`config.mk`:
```
export PLATFORM = sky130hd
export DESIGN_NAME = hbridge_pwm_unit
export DESIGN_NICKNAME = d
export VERILOG_FILES = /design/src/hdl/pwm_pkg.sv /design/src/hdl/pair_if.sv /design/src/hdl/hbridge_pwm_unit.sv /design/src/hdl/pwm_pair.sv
export SDC_FILE = /design/constraint.sdc
export NUM_CORES = 1
export LEC_CHECK = 0
export BUFFER_PORTS_ARGS = -buffer_cell sky130_fd_sc_hd__buf_2
export CAP_MARGIN = 20
export CELL_PAD_IN_SITES_DETAIL_PLACEMENT = 1
export CELL_PAD_IN_SITES_GLOBAL_PLACEMENT = 1
export CORE_MARGIN = 3
export CORE_UTILIZATION = 50
export DETAILED_ROUTE_END_ITERATION = 7
export GPL_ROUTABILITY_DRIVEN = 0
export GPL_TIMING_DRIVEN = 0
export MAX_ROUTING_LAYER = met4
export PLACE_DENSITY_LB_ADDON = 0.1
export SETUP_SLACK_MARGIN = 0.3
export SYNTH_ARGS = -nofsm -noshare
export SYNTH_HDL_FRONTEND = slang
export SYNTH_SLANG_ARGS = --single-unit
```
`constraint.sdc`:
```
create_clock -name I_REF_CLK -period 4 [get_ports I_REF_CLK]
set_input_delay 0.2 -clock I_REF_CLK [delete_from_list [all_inputs] [get_ports I_REF_CLK]]
set_output_delay 0.2 -clock I_REF_CLK [all_outputs]
set_load 0.1 [all_outputs]
```
`src/hdl/pwm_pkg.sv`:
```
package pwm_pkg;

	// Register byte addresses on the bus
	localparam logic [31:0] CTRL_ADDR = 32'hFFFF0F80;
	localparam logic [31:0] PAIR_BASE = 32'hFFFF0F84;
	localparam logic [31:0] PAIR_SPAN = 32'h00000030;
	localparam logic [31:0] CLRI_ADDR = 32'hFFFF0FB8;
	localparam logic [31:0] STATUS_ADDR = 32'hFFFF0FBC;

	// Slices of the offset inside the pair window: 16 bytes per pair, 4 per word
	localparam int PIDX_MSB = 5;
	localparam int PIDX_LSB = 4;
	localparam int RIDX_MSB = 3;
	localparam int RIDX_LSB = 2;
	localparam int ALIGN_MSB = 1;
	localparam logic [1:0] LEN_IDX = 2'h3;

	// Control register reset value and writable bits (top bit is reserved)
	localparam logic [15:0] CTRL_RESET = 16'h0012;
	localparam logic [15:0] CTRL_WMASK = 16'h7FFF;

	// Control bit positions
	localparam int BIT_EN = 0;
	localparam int BIT_BRIDGE_MODE_ENABLE = 1;
	localparam int BIT_DIR = 2;
	localparam int BIT_LOAD_COMPARE_REQ = 3;
	localparam int BIT_HIGH_SIDE_OFF = 4;
	localparam int BIT_GLOBAL_OUTPUT_INVERT = 5;
	localparam int PRE_LSB = 6;
	localparam int PRE_MSB = 8;
	localparam int BIT_ENA = 9;
	localparam int BIT_TRIP = 10;
	localparam int BIT_INV1 = 11;
	localparam int BIT_INV3 = 12;
	localparam int BIT_INV5 = 13;
	localparam int BIT_SYNC = 14;

	// Status register bit
	localparam int BIT_TRIP_PEND = 0;

	// Structure
	localparam int NUM_PAIRS = 3;
	localparam int NUM_COMP = 3;
	localparam int NUM_OUT = 6;
	localparam int TIMER_W = 16;
	localparam int DIV_W = 8;

	// Compare slot roles inside one pair
	localparam int CMP_RISE_HS = 0;
	localparam int CMP_FALL_HS = 1;
	localparam int CMP_FALL_LS = 2;

	// Counting constants
	localparam logic [TIMER_W-1:0] TIMER_ZERO = 16'h0000;
	localparam logic [TIMER_W-1:0] TIMER_ONE = 16'h0001;
	localparam logic [DIV_W-1:0] DIV_ONE = 8'h01;
	localparam logic [DIV_W-1:0] DIV_ALL = 8'hFF;
	localparam logic [2:0] PRE_MAX = 3'h7;

	// Output patterns of the bridge outputs 3..0
	localparam logic [3:0] BR_ALL_HIGH = 4'hF;
	localparam logic [3:0] BR_HIGH_SIDE_OFF = 4'h5;

	// Bus
	localparam int HTRANS_ACT_BIT = 1;

endpackage : pwm_pkg

```
`src/hdl/pair_if.sv`:
```
`timescale 1ns/1ns
interface pair_if
	import pwm_pkg::*;
();
	logic tick; // Prescaled timer step
	logic sync_clear; // Counter restart from the sync pin
	logic load_req; // Copy programmed compares at the next 0 to 1 step
	logic [NUM_COMP-1:0][TIMER_W-1:0] com; // Programmed compare values
	logic [TIMER_W-1:0] len; // Period value
	logic hs; // High-side waveform
	logic ls; // Low-side waveform

	modport ctrl(output tick, output sync_clear, output load_req, output com, output len, input hs, input ls);
	modport pair(input tick, input sync_clear, input load_req, input com, input len, output hs, output ls);
endinterface : pair_if

```
`src/hdl/hbridge_pwm_unit.sv`:
```
// Chosen here: the AHB-Lite register port.
`timescale 1ns/1ns
module hbridge_pwm_unit
	import pwm_pkg::*;
(
	input wire logic I_REF_CLK,
	input wire logic I_RST_N,
	input wire logic I_HSEL,
	input wire logic [31:0] I_HADDR,
	input wire logic [1:0] I_HTRANS,
	input wire logic I_HWRITE,
	input wire logic [2:0] I_HSIZE,
	input wire logic [31:0] I_HWDATA,
	input wire logic I_HREADY,
	output logic [31:0] O_HRDATA,
	output logic O_HREADYOUT,
	output logic O_HRESP,
	input wire logic I_SYNC,
	input wire logic I_TRIP_N,
	output logic [NUM_OUT-1:0] O_PWM,
	output logic O_TRIP_IRQ
);

	// Bus data phase state
	logic dp_wr; // A write is in its data phase
	logic next_dp_wr;
	logic [31:0] dp_addr; // Address captured in the address phase
	logic [31:0] next_dp_addr;
	logic [31:0] hrdata; // Read data, registered in the address phase
	logic [31:0] next_hrdata;
	logic take; // Address phase accepted this cycle

	// Software-visible state
	logic [15:0] ctrl; // Modulator control register
	logic [15:0] next_ctrl;
	logic [NUM_PAIRS-1:0][NUM_COMP-1:0][TIMER_W-1:0] com_reg; // Programmed compare values
	logic [NUM_PAIRS-1:0][NUM_COMP-1:0][TIMER_W-1:0] next_com_reg;
	logic [NUM_PAIRS-1:0][TIMER_W-1:0] len_reg; // Period lengths
	logic [NUM_PAIRS-1:0][TIMER_W-1:0] next_len_reg;
	logic trip_pend; // Sticky trip interrupt
	logic next_trip_pend;

	// Decode helpers
	logic [31:0] rd_off; // Read offset into the pair window
	logic [31:0] wr_off; // Write offset into the pair window
	logic rd_pair_hit;
	logic wr_pair_hit;
	logic [1:0] rd_pidx;
	logic [1:0] rd_ridx;
	logic [1:0] wr_pidx;
	logic [1:0] wr_ridx;
	logic clri_wr; // Write to the trip clear register
	logic trip_hit; // Trip condition seen this cycle

	// Prescaler
	logic [DIV_W-1:0] div_cnt; // Free running divider
	logic [DIV_W-1:0] next_div_cnt;
	logic [DIV_W-1:0] pre_mask; // Low bits that must all be set for a step
	logic tick; // One-cycle step of the timers

	// Sync detector
	logic sync_prev; // Sync pin one cycle ago
	logic next_sync_prev;
	logic sync_clear; // Counter restart pulse
	logic next_sync_clear;
	logic sync_fall;

	// Output stage
	logic [NUM_OUT-1:0] raw; // Pair waveforms after per-output inversion
	logic [NUM_OUT-1:0] pwm;
	logic [NUM_OUT-1:0] next_pwm;
	logic [NUM_PAIRS-1:0] hs_v; // High sides of the pairs
	logic [NUM_PAIRS-1:0] ls_v; // Low sides of the pairs
	logic [NUM_PAIRS-1:0] inv_odd; // Invert bits of outputs 5, 3, 1

	// Address decode for both bus phases
	always_comb
	begin
		take = I_HSEL && I_HTRANS[HTRANS_ACT_BIT] && I_HREADY;
		rd_off = I_HADDR - PAIR_BASE;
		wr_off = dp_addr - PAIR_BASE;
		// Only word aligned offsets inside the window map; the rest read as zero
		rd_pair_hit = (rd_off < PAIR_SPAN) && (rd_off[ALIGN_MSB:0] == 2'h0);
		wr_pair_hit = (wr_off < PAIR_SPAN) && (wr_off[ALIGN_MSB:0] == 2'h0);
		rd_pidx = rd_off[PIDX_MSB:PIDX_LSB];
		rd_ridx = rd_off[RIDX_MSB:RIDX_LSB];
		wr_pidx = wr_off[PIDX_MSB:PIDX_LSB];
		wr_ridx = wr_off[RIDX_MSB:RIDX_LSB];
		clri_wr = dp_wr && (dp_addr == CLRI_ADDR);
		trip_hit = ctrl[BIT_TRIP] && !I_TRIP_N;
	end

	// Next values of the bus phase and the register file
	always_comb
	begin
		next_dp_wr = take && I_HWRITE;
		next_dp_addr = take ? I_HADDR : dp_addr;
		next_hrdata = hrdata;
		if (take && !I_HWRITE)
		begin
			// Read data come from the registers as they stand in the address phase
			next_hrdata = 32'h00000000;
			if (I_HADDR == CTRL_ADDR)
			begin
				next_hrdata[15:0] = ctrl;
			end
			else if (I_HADDR == STATUS_ADDR)
			begin
				next_hrdata[BIT_TRIP_PEND] = trip_pend;
			end
			else if (rd_pair_hit)
			begin
				if (rd_ridx == LEN_IDX)
				begin
					next_hrdata[15:0] = len_reg[rd_pidx];
				end
				else
				begin
					next_hrdata[15:0] = com_reg[rd_pidx][rd_ridx];
				end
			end
		end
		next_ctrl = ctrl;
		next_com_reg = com_reg;
		next_len_reg = len_reg;
		if (dp_wr)
		begin
			if (dp_addr == CTRL_ADDR)
			begin
				// Reserved bit kept at zero even if software writes it
				next_ctrl = I_HWDATA[15:0] & CTRL_WMASK;
			end
			else if (wr_pair_hit)
			begin
				if (wr_ridx == LEN_IDX)
				begin
					next_len_reg[wr_pidx] = I_HWDATA[15:0];
				end
				else
				begin
					next_com_reg[wr_pidx][wr_ridx] = I_HWDATA[15:0];
				end
			end
		end
		if (trip_hit)
		begin
			// Trip overrides a software write of the enable bit in the same cycle
			next_ctrl[BIT_EN] = 1'h0;
		end
		next_trip_pend = trip_pend;
		if (clri_wr)
		begin
			next_trip_pend = 1'h0;
		end
		if (trip_hit)
		begin
			// A trip in the clearing cycle is not lost
			next_trip_pend = 1'h1;
		end
	end

	// Bus and register file registers
	always_ff @(posedge I_REF_CLK or negedge I_RST_N)
	begin
		if (!I_RST_N)
		begin
			dp_wr <= 1'h0;
			dp_addr <= 32'h00000000;
			hrdata <= 32'h00000000;
			ctrl <= CTRL_RESET;
			com_reg <= '0;
			len_reg <= '0;
			trip_pend <= 1'h0;
		end
		else
		begin
			dp_wr <= next_dp_wr;
			dp_addr <= next_dp_addr;
			hrdata <= next_hrdata;
			ctrl <= next_ctrl;
			com_reg <= next_com_reg;
			len_reg <= next_len_reg;
			trip_pend <= next_trip_pend;
		end
	end

	// Prescaler and sync edge detection
	always_comb
	begin
		next_div_cnt = div_cnt + DIV_ONE;
		// Code n needs n+1 low bits set, giving a step every 2^(n+1) clocks
		pre_mask = DIV_ALL >> (PRE_MAX - ctrl[PRE_MSB:PRE_LSB]);
		tick = ((div_cnt & pre_mask) == pre_mask);
		next_sync_prev = I_SYNC;
		sync_fall = sync_prev && !I_SYNC;
		next_sync_clear = sync_fall && ctrl[BIT_SYNC];
	end

	// Prescaler and sync registers
	always_ff @(posedge I_REF_CLK or negedge I_RST_N)
	begin
		if (!I_RST_N)
		begin
			div_cnt <= '0;
			sync_prev <= 1'h1;
			sync_clear <= 1'h0;
		end
		else
		begin
			div_cnt <= next_div_cnt;
			sync_prev <= next_sync_prev;
			sync_clear <= next_sync_clear;
		end
	end

	// One timer and edge generator per output pair
	genvar gp;
	generate
		for (gp = 0; gp < NUM_PAIRS; gp++)
		begin : g_pair
			pair_if pif();
			// Timers stop while the unit is disabled
			assign pif.tick = tick && ctrl[BIT_EN];
			assign pif.sync_clear = sync_clear;
			assign pif.load_req = ctrl[BIT_LOAD_COMPARE_REQ];
			assign pif.com = com_reg[gp];
			assign pif.len = len_reg[gp];
			assign hs_v[gp] = pif.hs;
			assign ls_v[gp] = pif.ls;
			pwm_pair u_pair (
				.i_clk(I_REF_CLK),
				.i_rst_n(I_RST_N),
				.pio(pif.pair)
			);
			assign raw[2*gp] = hs_v[gp];
			assign raw[2*gp+1] = ls_v[gp] ^ inv_odd[gp];
		end
	endgenerate

	assign inv_odd = {ctrl[BIT_INV5], ctrl[BIT_INV3], ctrl[BIT_INV1]};

	// Output selection for standard and bridge modes
	always_comb
	begin
		next_pwm = ctrl[BIT_EN] ? raw : '0;
		if (ctrl[BIT_BRIDGE_MODE_ENABLE])
		begin
			// Bridge mode takes over bits 0..3; outputs 4 and 5 keep their pair waveform, inverted when GLOBAL_OUTPUT_INVERT is set
			next_pwm[5:4] = raw[5:4] ^ {2{ctrl[BIT_GLOBAL_OUTPUT_INVERT]}};
			if (ctrl[BIT_HIGH_SIDE_OFF])
			begin
				next_pwm[3:0] = BR_HIGH_SIDE_OFF;
			end
			else if (!ctrl[BIT_ENA])
			begin
				next_pwm[3:0] = BR_ALL_HIGH;
			end
			else
			begin
				case ({ctrl[BIT_GLOBAL_OUTPUT_INVERT], ctrl[BIT_DIR]})
					2'h0: next_pwm[3:0] = {raw[1], raw[0], 2'h0};
					2'h1: next_pwm[3:0] = {2'h0, raw[1], raw[0]};
					2'h2: next_pwm[3:0] = {2'h3, raw[1], raw[0]};
					2'h3: next_pwm[3:0] = {raw[1], raw[0], 2'h3};
					default: next_pwm[3:0] = BR_ALL_HIGH;
				endcase
			end
		end
	end

	// Output registers; reset gives the bridge-off pattern of the reset control value
	always_ff @(posedge I_REF_CLK or negedge I_RST_N)
	begin
		if (!I_RST_N)
		begin
			pwm <= {2'h0, BR_HIGH_SIDE_OFF};
		end
		else
		begin
			pwm <= next_pwm;
		end
	end

	assign O_PWM = pwm;
	assign O_HRDATA = hrdata;
	assign O_HREADYOUT = 1'h1;
	assign O_HRESP = 1'h0;
	assign O_TRIP_IRQ = trip_pend;
endmodule : hbridge_pwm_unit

```
`src/hdl/pwm_pair.sv`:
```
`timescale 1ns/1ns
module pwm_pair
	import pwm_pkg::*;
(
	input wire logic i_clk,
	input wire logic i_rst_n,
	pair_if.pair pio
);

	logic [TIMER_W-1:0] cnt; // Timer count
	logic [TIMER_W-1:0] next_cnt;
	logic [NUM_COMP-1:0][TIMER_W-1:0] cmp; // Internal compare values
	logic [NUM_COMP-1:0][TIMER_W-1:0] next_cmp;
	logic hs; // High-side level
	logic next_hs;
	logic ls; // Low-side level
	logic next_ls;

	// Timer, compare shadow and edge logic
	always_comb
	begin
		next_cnt = cnt;
		next_cmp = cmp;
		if (pio.sync_clear)
		begin
			// Sync restart has priority over a step
			next_cnt = TIMER_ZERO;
		end
		else if (pio.tick)
		begin
			if (cnt == pio.len)
			begin
				next_cnt = TIMER_ZERO;
			end
			else
			begin
				next_cnt = cnt + TIMER_ONE;
			end
			// Loading only at the 0 to 1 step keeps a period from seeing mixed values
			if (cnt == TIMER_ZERO && pio.load_req && pio.len != TIMER_ZERO)
			begin
				next_cmp = pio.com;
			end
		end
		next_hs = hs;
		if (cnt == cmp[CMP_FALL_HS])
		begin
			// Fall wins when both compares are equal
			next_hs = 1'h0;
		end
		else if (cnt == cmp[CMP_RISE_HS])
		begin
			next_hs = 1'h1;
		end
		next_ls = ls;
		if (cnt == cmp[CMP_FALL_LS] || (hs && !next_hs))
		begin
			next_ls = 1'h0;
		end
		else if (cnt == pio.len)
		begin
			next_ls = 1'h1;
		end
	end

	// Registers
	always_ff @(posedge i_clk or negedge i_rst_n)
	begin
		if (!i_rst_n)
		begin
			cnt <= '0;
			cmp <= '0;
			hs <= 1'h0;
			ls <= 1'h0;
		end
		else
		begin
			cnt <= next_cnt;
			cmp <= next_cmp;
			hs <= next_hs;
			ls <= next_ls;
		end
	end

	assign pio.hs = hs;
	assign pio.ls = ls;
endmodule : pwm_pair

```
; After elaboration in Yosys (flattened, before gate mapping)
; Cells that the tools add are included.
[word_totals]
in_bits = 76
elab_cells = 190
ff_bits = 471
[op_classes]
bitwise_logic = 8
n_lt_le_gt_ge = 8
add_sub_neg = 7
n_mux = 50
n_shift = 1
n_reduce_logical = 54
eq_ne = 22
[ops]
columns = cell, count
row1 = 2-to-1 mux 16 bit, 16
row2 = == test 16 bit, 12
row3 = bitwise mux 144 bit, 1
row4 = == test 32 bit (second input constant), 4
row5 = binary-select mux 48 bit (select 2 bit), 1
row6 = demux 48 bit (select 2 bit), 1
row7 = 2-to-1 mux 48 bit, 2
row8 = binary-select mux 16 bit (select 2 bit), 2
row9 = demux 16 bit (select 2 bit), 2
row10 = less-than comparator 32 x 6 -> 1 bit (second input constant), 2
row11 = subtractor 32 bit (second input constant), 2
row12 = adder 16 x 1 -> 16 bit (second input constant), 3
row13 = bitwise mux 48 bit, 1
row14 = logical NOT 16 bit, 3
row15 = nonzero test 16 bit, 3
row16 = logical AND 1 bit, 22
row17 = 2-to-1 mux 1 bit, 18
row18 = one-hot mux 4 bit (4 select lines), 1
row19 = 2-to-1 mux 15 bit, 1
row20 = nonzero test 2 bit, 7
row21 = less-than comparator 2 x 3 -> 1 bit (second input constant), 4
row22 = 2-to-1 mux 6 bit, 2
row23 = AND reduction 3 bit, 3
row24 = adder 8 x 1 -> 8 bit (second input constant), 1
row25 = 16 further kinds, 36

; Depth between registers and ports, before layout
[logic_depth]
depth_word = 9
depth_mapped = 13
mapped_depth_nobuf = 9

; By module
; A second synthesis with hierarchy kept.
[hier_totals]
cells_unflattened = 2095
hier_area_um2 = 25216.7
[by_module_without_submodules]
columns = mod, cells_each, area_per_inst_um2, n_inst
row1 = hbridge_pwm_unit, 1140, 14113.5, 1
row2 = pwm_pair at g_pair[0].u_pair ..., 318, 3723.6, 2
row3 = pwm_pair at g_pair[2].u_pair, 319, 3656.0, 1

; Least setup slack after synthesis
; Ideal clock, no wire load.
[synth_timing]
path_type = input to register
from = input I_HADDR[2]
to = register hrdata[10], in the netlist O_HRDATA[10]
cell_stages = 13
setup_slack_ns = 0.767
setup_ns = 0.083
arrival_time_ns = 3.150
n_path_buf = 4
path_cell_list = clkbuf_1 -> inv_1 -> clkbuf_1 -> ha_1 -> or4b_2 -> a31oi_1 -> buf_2 -> a21boi_0 -> o22a_1 -> nor4_1 -> o2111ai_1 -> clkbuf_1 -> o21ai_0
[synth_between]
elab_chain_cells = 9
elab_cells_between_ends = 16
cone_classes = add/sub (1) / order compare (1) / eq/ne (3) / mux (10) / reduce/logical (1)
[synth_rtl]
columns = item, line_no
row1 = start: declaration, hbridge_pwm_unit.sv:9  ; input wire logic [31:0] I_HADDR,
row2 = branches (longest 8 deep; another with subtractor 32 bit), -
row3 = 2-to-1 mux 16 bit (*), hbridge_pwm_unit.sv:103  ; if (I_HADDR == CTRL_ADDR)
row4 = end signal: assignment, hbridge_pwm_unit.sv:179  ; hrdata <= next_hrdata;
row5 = end: declaration, hbridge_pwm_unit.sv:29  ; logic [31:0] hrdata;
; Mark *: on every way between the ends. The select of a mux whose other input is x is not followed.
; A chain may end at the register's enable or synchronous reset.

; Final worst setup path
[layout_timing]
from = input I_HADDR[2]
to = register hrdata[9], in the netlist O_HRDATA[9]
; Same word-level chain as after synthesis.

==> flow_metrics.env <==
export IMPL_synth_area_sq_mm=0.0246
export IMPL_htreeDepth=2
export IMPL_core_area_sq_mm=0.0481
export IMPL_ant_nets=0
export IMPL_initial_core_util=0.510
export IMPL_path_class="in -> reg"
export IMPL_crit_chain="buf_2 -> clkbuf_1 -> inv_2 -> clkbuf_4 -> ha_2 -> xor2_2 -> clkbuf_1 -> clkbuf_1 -> nand2_1 -> a311oi_1 -> a21oi_1 -> o22ai_1 -> nand2_1 -> o21ai_0"
export IMPL_hold_worst_slack_ps=136
export IMPL_clkSlewWorstSetupHoldPaths_ps=60
export IMPL_p_leak_nw=12.7
export IMPL_max_vdd_ir_drop_mv=0.351
export IMPL_postPlaceCellArea_sq_mm=0.0261
export IMPL_drt_initial_drc_count=1673
export IMPL_antenna_found_initial=3
export IMPL_worstPathMaxFanout=11
export IMPL_rsz0062_at_grt="yes"
export IMPL_dr_pass1_iters=5
export IMPL_seqCellArea_sq_mm=0.0118
export IMPL_stdcell_area_sq_mm=0.0284
export IMPL_clock_path_buffers=3
export IMPL_numPortBuffers=76
export IMPL_die_h_um=228
export IMPL_cts_sinks=471
export IMPL_routed_via_count=19100
export IMPL_crit_slowest_cell="xor2_2"
export IMPL_end_kind="flip-flop"
export IMPL_root_buffer="clkbuf_16"
export IMPL_grt_max_degree=119
export IMPL_fp_row_count=80
export IMPL_wl_per_cell_um=28.1
export IMPL_synth_avg_cell_area_sq_um=11.2
export IMPL_drive_gt1_frac=0.253
export IMPL_ys_warn_count=0
export IMPL_worst_slew_pin_slew_ps=1200
export IMPL_synth_cell_types=77
export IMPL_cts_tree="done"
export IMPL_max_stage_delay_ps=500
export IMPL_fillers=5069
export IMPL_setup_violations=0
export IMPL_final_util=0.590
export IMPL_r2r_slack_ps=470
export IMPL_synth_edff_count=0
export IMPL_place_ws_ps=-645
export IMPL_max_cap_viol_count=0
export IMPL_outcome="finished, final reports clean"
export IMPL_grt_usage=0.349
export IMPL_crit_family="buffers and inverters"
export IMPL_cts_buffers=51
export IMPL_grt_pass1_wl_um=129000
export IMPL_ys_seq_area_frac=0.480
export IMPL_overflow=0
export IMPL_viasPerCell=6.18
export IMPL_die_x_um=228
export IMPL_hp_class="in -> reg"
export IMPL_p_per_area_mw_per_mm2=386
export IMPL_clock_fmax_mhz=280
export IMPL_instances_no_fill=3091
export IMPL_num_io_pins=117
export IMPL_clkLatencyLatePin_ps=610
export IMPL_dpl_hpwl_um=63100
export IMPL_clock_skew_ps=24.2
export IMPL_dieArea_sq_mm=0.0518
export IMPL_setup_tns_final_ps=0
export IMPL_critPathBufInv=6
export IMPL_async_flop_share=1.00
export IMPL_arrival_ps=4100
export IMPL_fin_nets=2479
export IMPL_postSynthCellCount=2183
export IMPL_slew_headroom=0.203
export IMPL_fin_crit_sh=0.894
export IMPL_cpMostUsedCell="clkbuf_1"
export IMPL_grt_pass1_vias=19900
export IMPL_finalCriticalPeriod_ps=3580
export IMPL_worst_ep_required_time_ps=4520
export IMPL_slew_viol_final=0
export IMPL_drcViolationCount=0
export IMPL_hold_violations=0
export IMPL_wl_um=87000
export IMPL_dp_cells=2942
export IMPL_finalPower_mw=11.0
export IMPL_ys_seq_elements=471
export IMPL_multi_input_area_sq_mm=0.0119
export IMPL_fin_ws_ps=422
export IMPL_areaGrowthSynthToFinish_pct=15.7
export IMPL_synthFlopType="dfrtp_1"
export IMPL_worst_setup_path_start_kind="input pin"
## per-layer routing
layer / GRT usage / vias to the layer above / wire length (um)
met3: 0.0536 / 210 / 5110
met1: 0.456 / 9971 / 37400
met5: - / - / 0
met4: 0.140 / 0 / 3800
li1: - / 8208 / -
met2: 0.548 / 707 / 40700
## final timing paths
kind	depth (start not counted)	endpoint	startpoint
setup reg to reg	11	com_reg[72]	dp_addr[5]
hold / removal	3	dp_addr[4]	I_HADDR[4]
setup / recovery	14	O_HRDATA[9]	I_HADDR[2]
min in group asynchronous	2	dp_addr[1]	I_RST_N
max in group asynchronous	4	com_reg[91]	I_RST_N
hold reg to reg	1	div_cnt[7]	div_cnt[7]
## layout make-up
cell class | count | share of cell area
inverters | 33 | 0.00436
diodes | 3 | 0.000264
clock buffers | 78 | 0.0542
repair buffers | 141 | 0.0414
plain buffers | 184 | 0.0317
clock inverters | 14 | 0.00573
well taps | 656 | 0.0289
multi-input cells | 1511 | 0.418
flip-flops and latches | 471 | 0.415
## worst min-delay path, cell delays in order
cell and delay (ps):
clkbuf_1 230, inv_1 140, o21ai_0 100
## cell families after synthesis
family          Yosys count  synth area share
simple gates            517             0.113
flops                   471             0.480
buf+inv                 217            0.0408
xor+xnor                215            0.0767
compound gates          344            0.0877
mux                     406             0.196
fa+ha+maj                11           0.00550
other cells               2          0.000306
## cell usage after synthesis, types with 14 or more instances
library cell / count / area (sq um)
a21oi_1: 78 / 390
a221oi_1: 14 / 123
and3_1: 44 / 275
buf_1: 16 / 60.1
buf_4: 21 / 158
clkbuf_1: 129 / 484
dfrtp_1: 466 / 11700
inv_1: 33 / 124
mux2_2: 287 / 3230
mux2_4: 70 / 1050
mux2i_1: 37 / 370
nand2_1: 161 / 604
nand2b_1: 24 / 150
nand3_1: 27 / 135
nand4_1: 67 / 419
nor2_1: 75 / 282
nor3_1: 16 / 80.1
nor4_1: 44 / 275
o21a_1: 16 / 120
o21ai_0: 132 / 661
xnor2_1: 206 / 1800
## layout by cell type (no fill, tap or decap), types with 10 or more instances in the layout
| master | synthesis | routed |
|---|---|---|
| dfrtp_1 | 466 | 466 |
| mux2_2 | 287 | 287 |
| xnor2_1 | 206 | 205 |
| nand2_1 | 161 | 161 |
| clkbuf_1 | 129 | 133 |
| o21ai_0 | 132 | 132 |
| buf_2 | 7 | 81 |
| a21oi_1 | 78 | 78 |
| nor2_1 | 75 | 75 |
| mux2_4 | 70 | 70 |
| nand4_1 | 67 | 67 |
| clkbuf_16 | 0 | 52 |
| dlygate4sd3_1 | 0 | 48 |
| and3_1 | 44 | 44 |
| nor4_1 | 44 | 42 |
| mux2i_1 | 37 | 37 |
| inv_1 | 33 | 32 |
| nand3_1 | 27 | 27 |
| buf_4 | 21 | 26 |
| nand2b_1 | 24 | 24 |
| conb_1 | 2 | 18 |
| nor3_1 | 16 | 16 |
| o21a_1 | 16 | 16 |
| buf_1 | 16 | 14 |
| a221oi_1 | 14 | 14 |
| clkbuf_8 | 0 | 14 |
| a311oi_1 | 13 | 13 |
| o22ai_1 | 13 | 13 |
| nor2b_1 | 12 | 12 |
| buf_6 | 9 | 10 |
| o41ai_1 | 10 | 10 |
| mux2_1 | 10 | 10 |
## power by group
part / total (mW) / leakage (nW) / internal [mW] / switching, mW
sequential: 5.06 / 6.21 / 4.88 / 0.178
clock: 4.86 / 0.841 / 2.84 / 2.02
combinational: 1.03 / 5.63 / 0.348 / 0.682
total: 11.0 / 12.7 / 8.07 / 2.88
## timing repair
item | 4_1_cts | 5_1_grt
endpoints found under the hold margin | 158 | 0
hold buffers | 48 | 0
buffers inserted | 0 | 5
pin swaps | 0 | 2
setup endpoints to repair | 40 | 129
resized for setup | 7 | 24
Note: power is estimated with default switching activity, not from simulation.
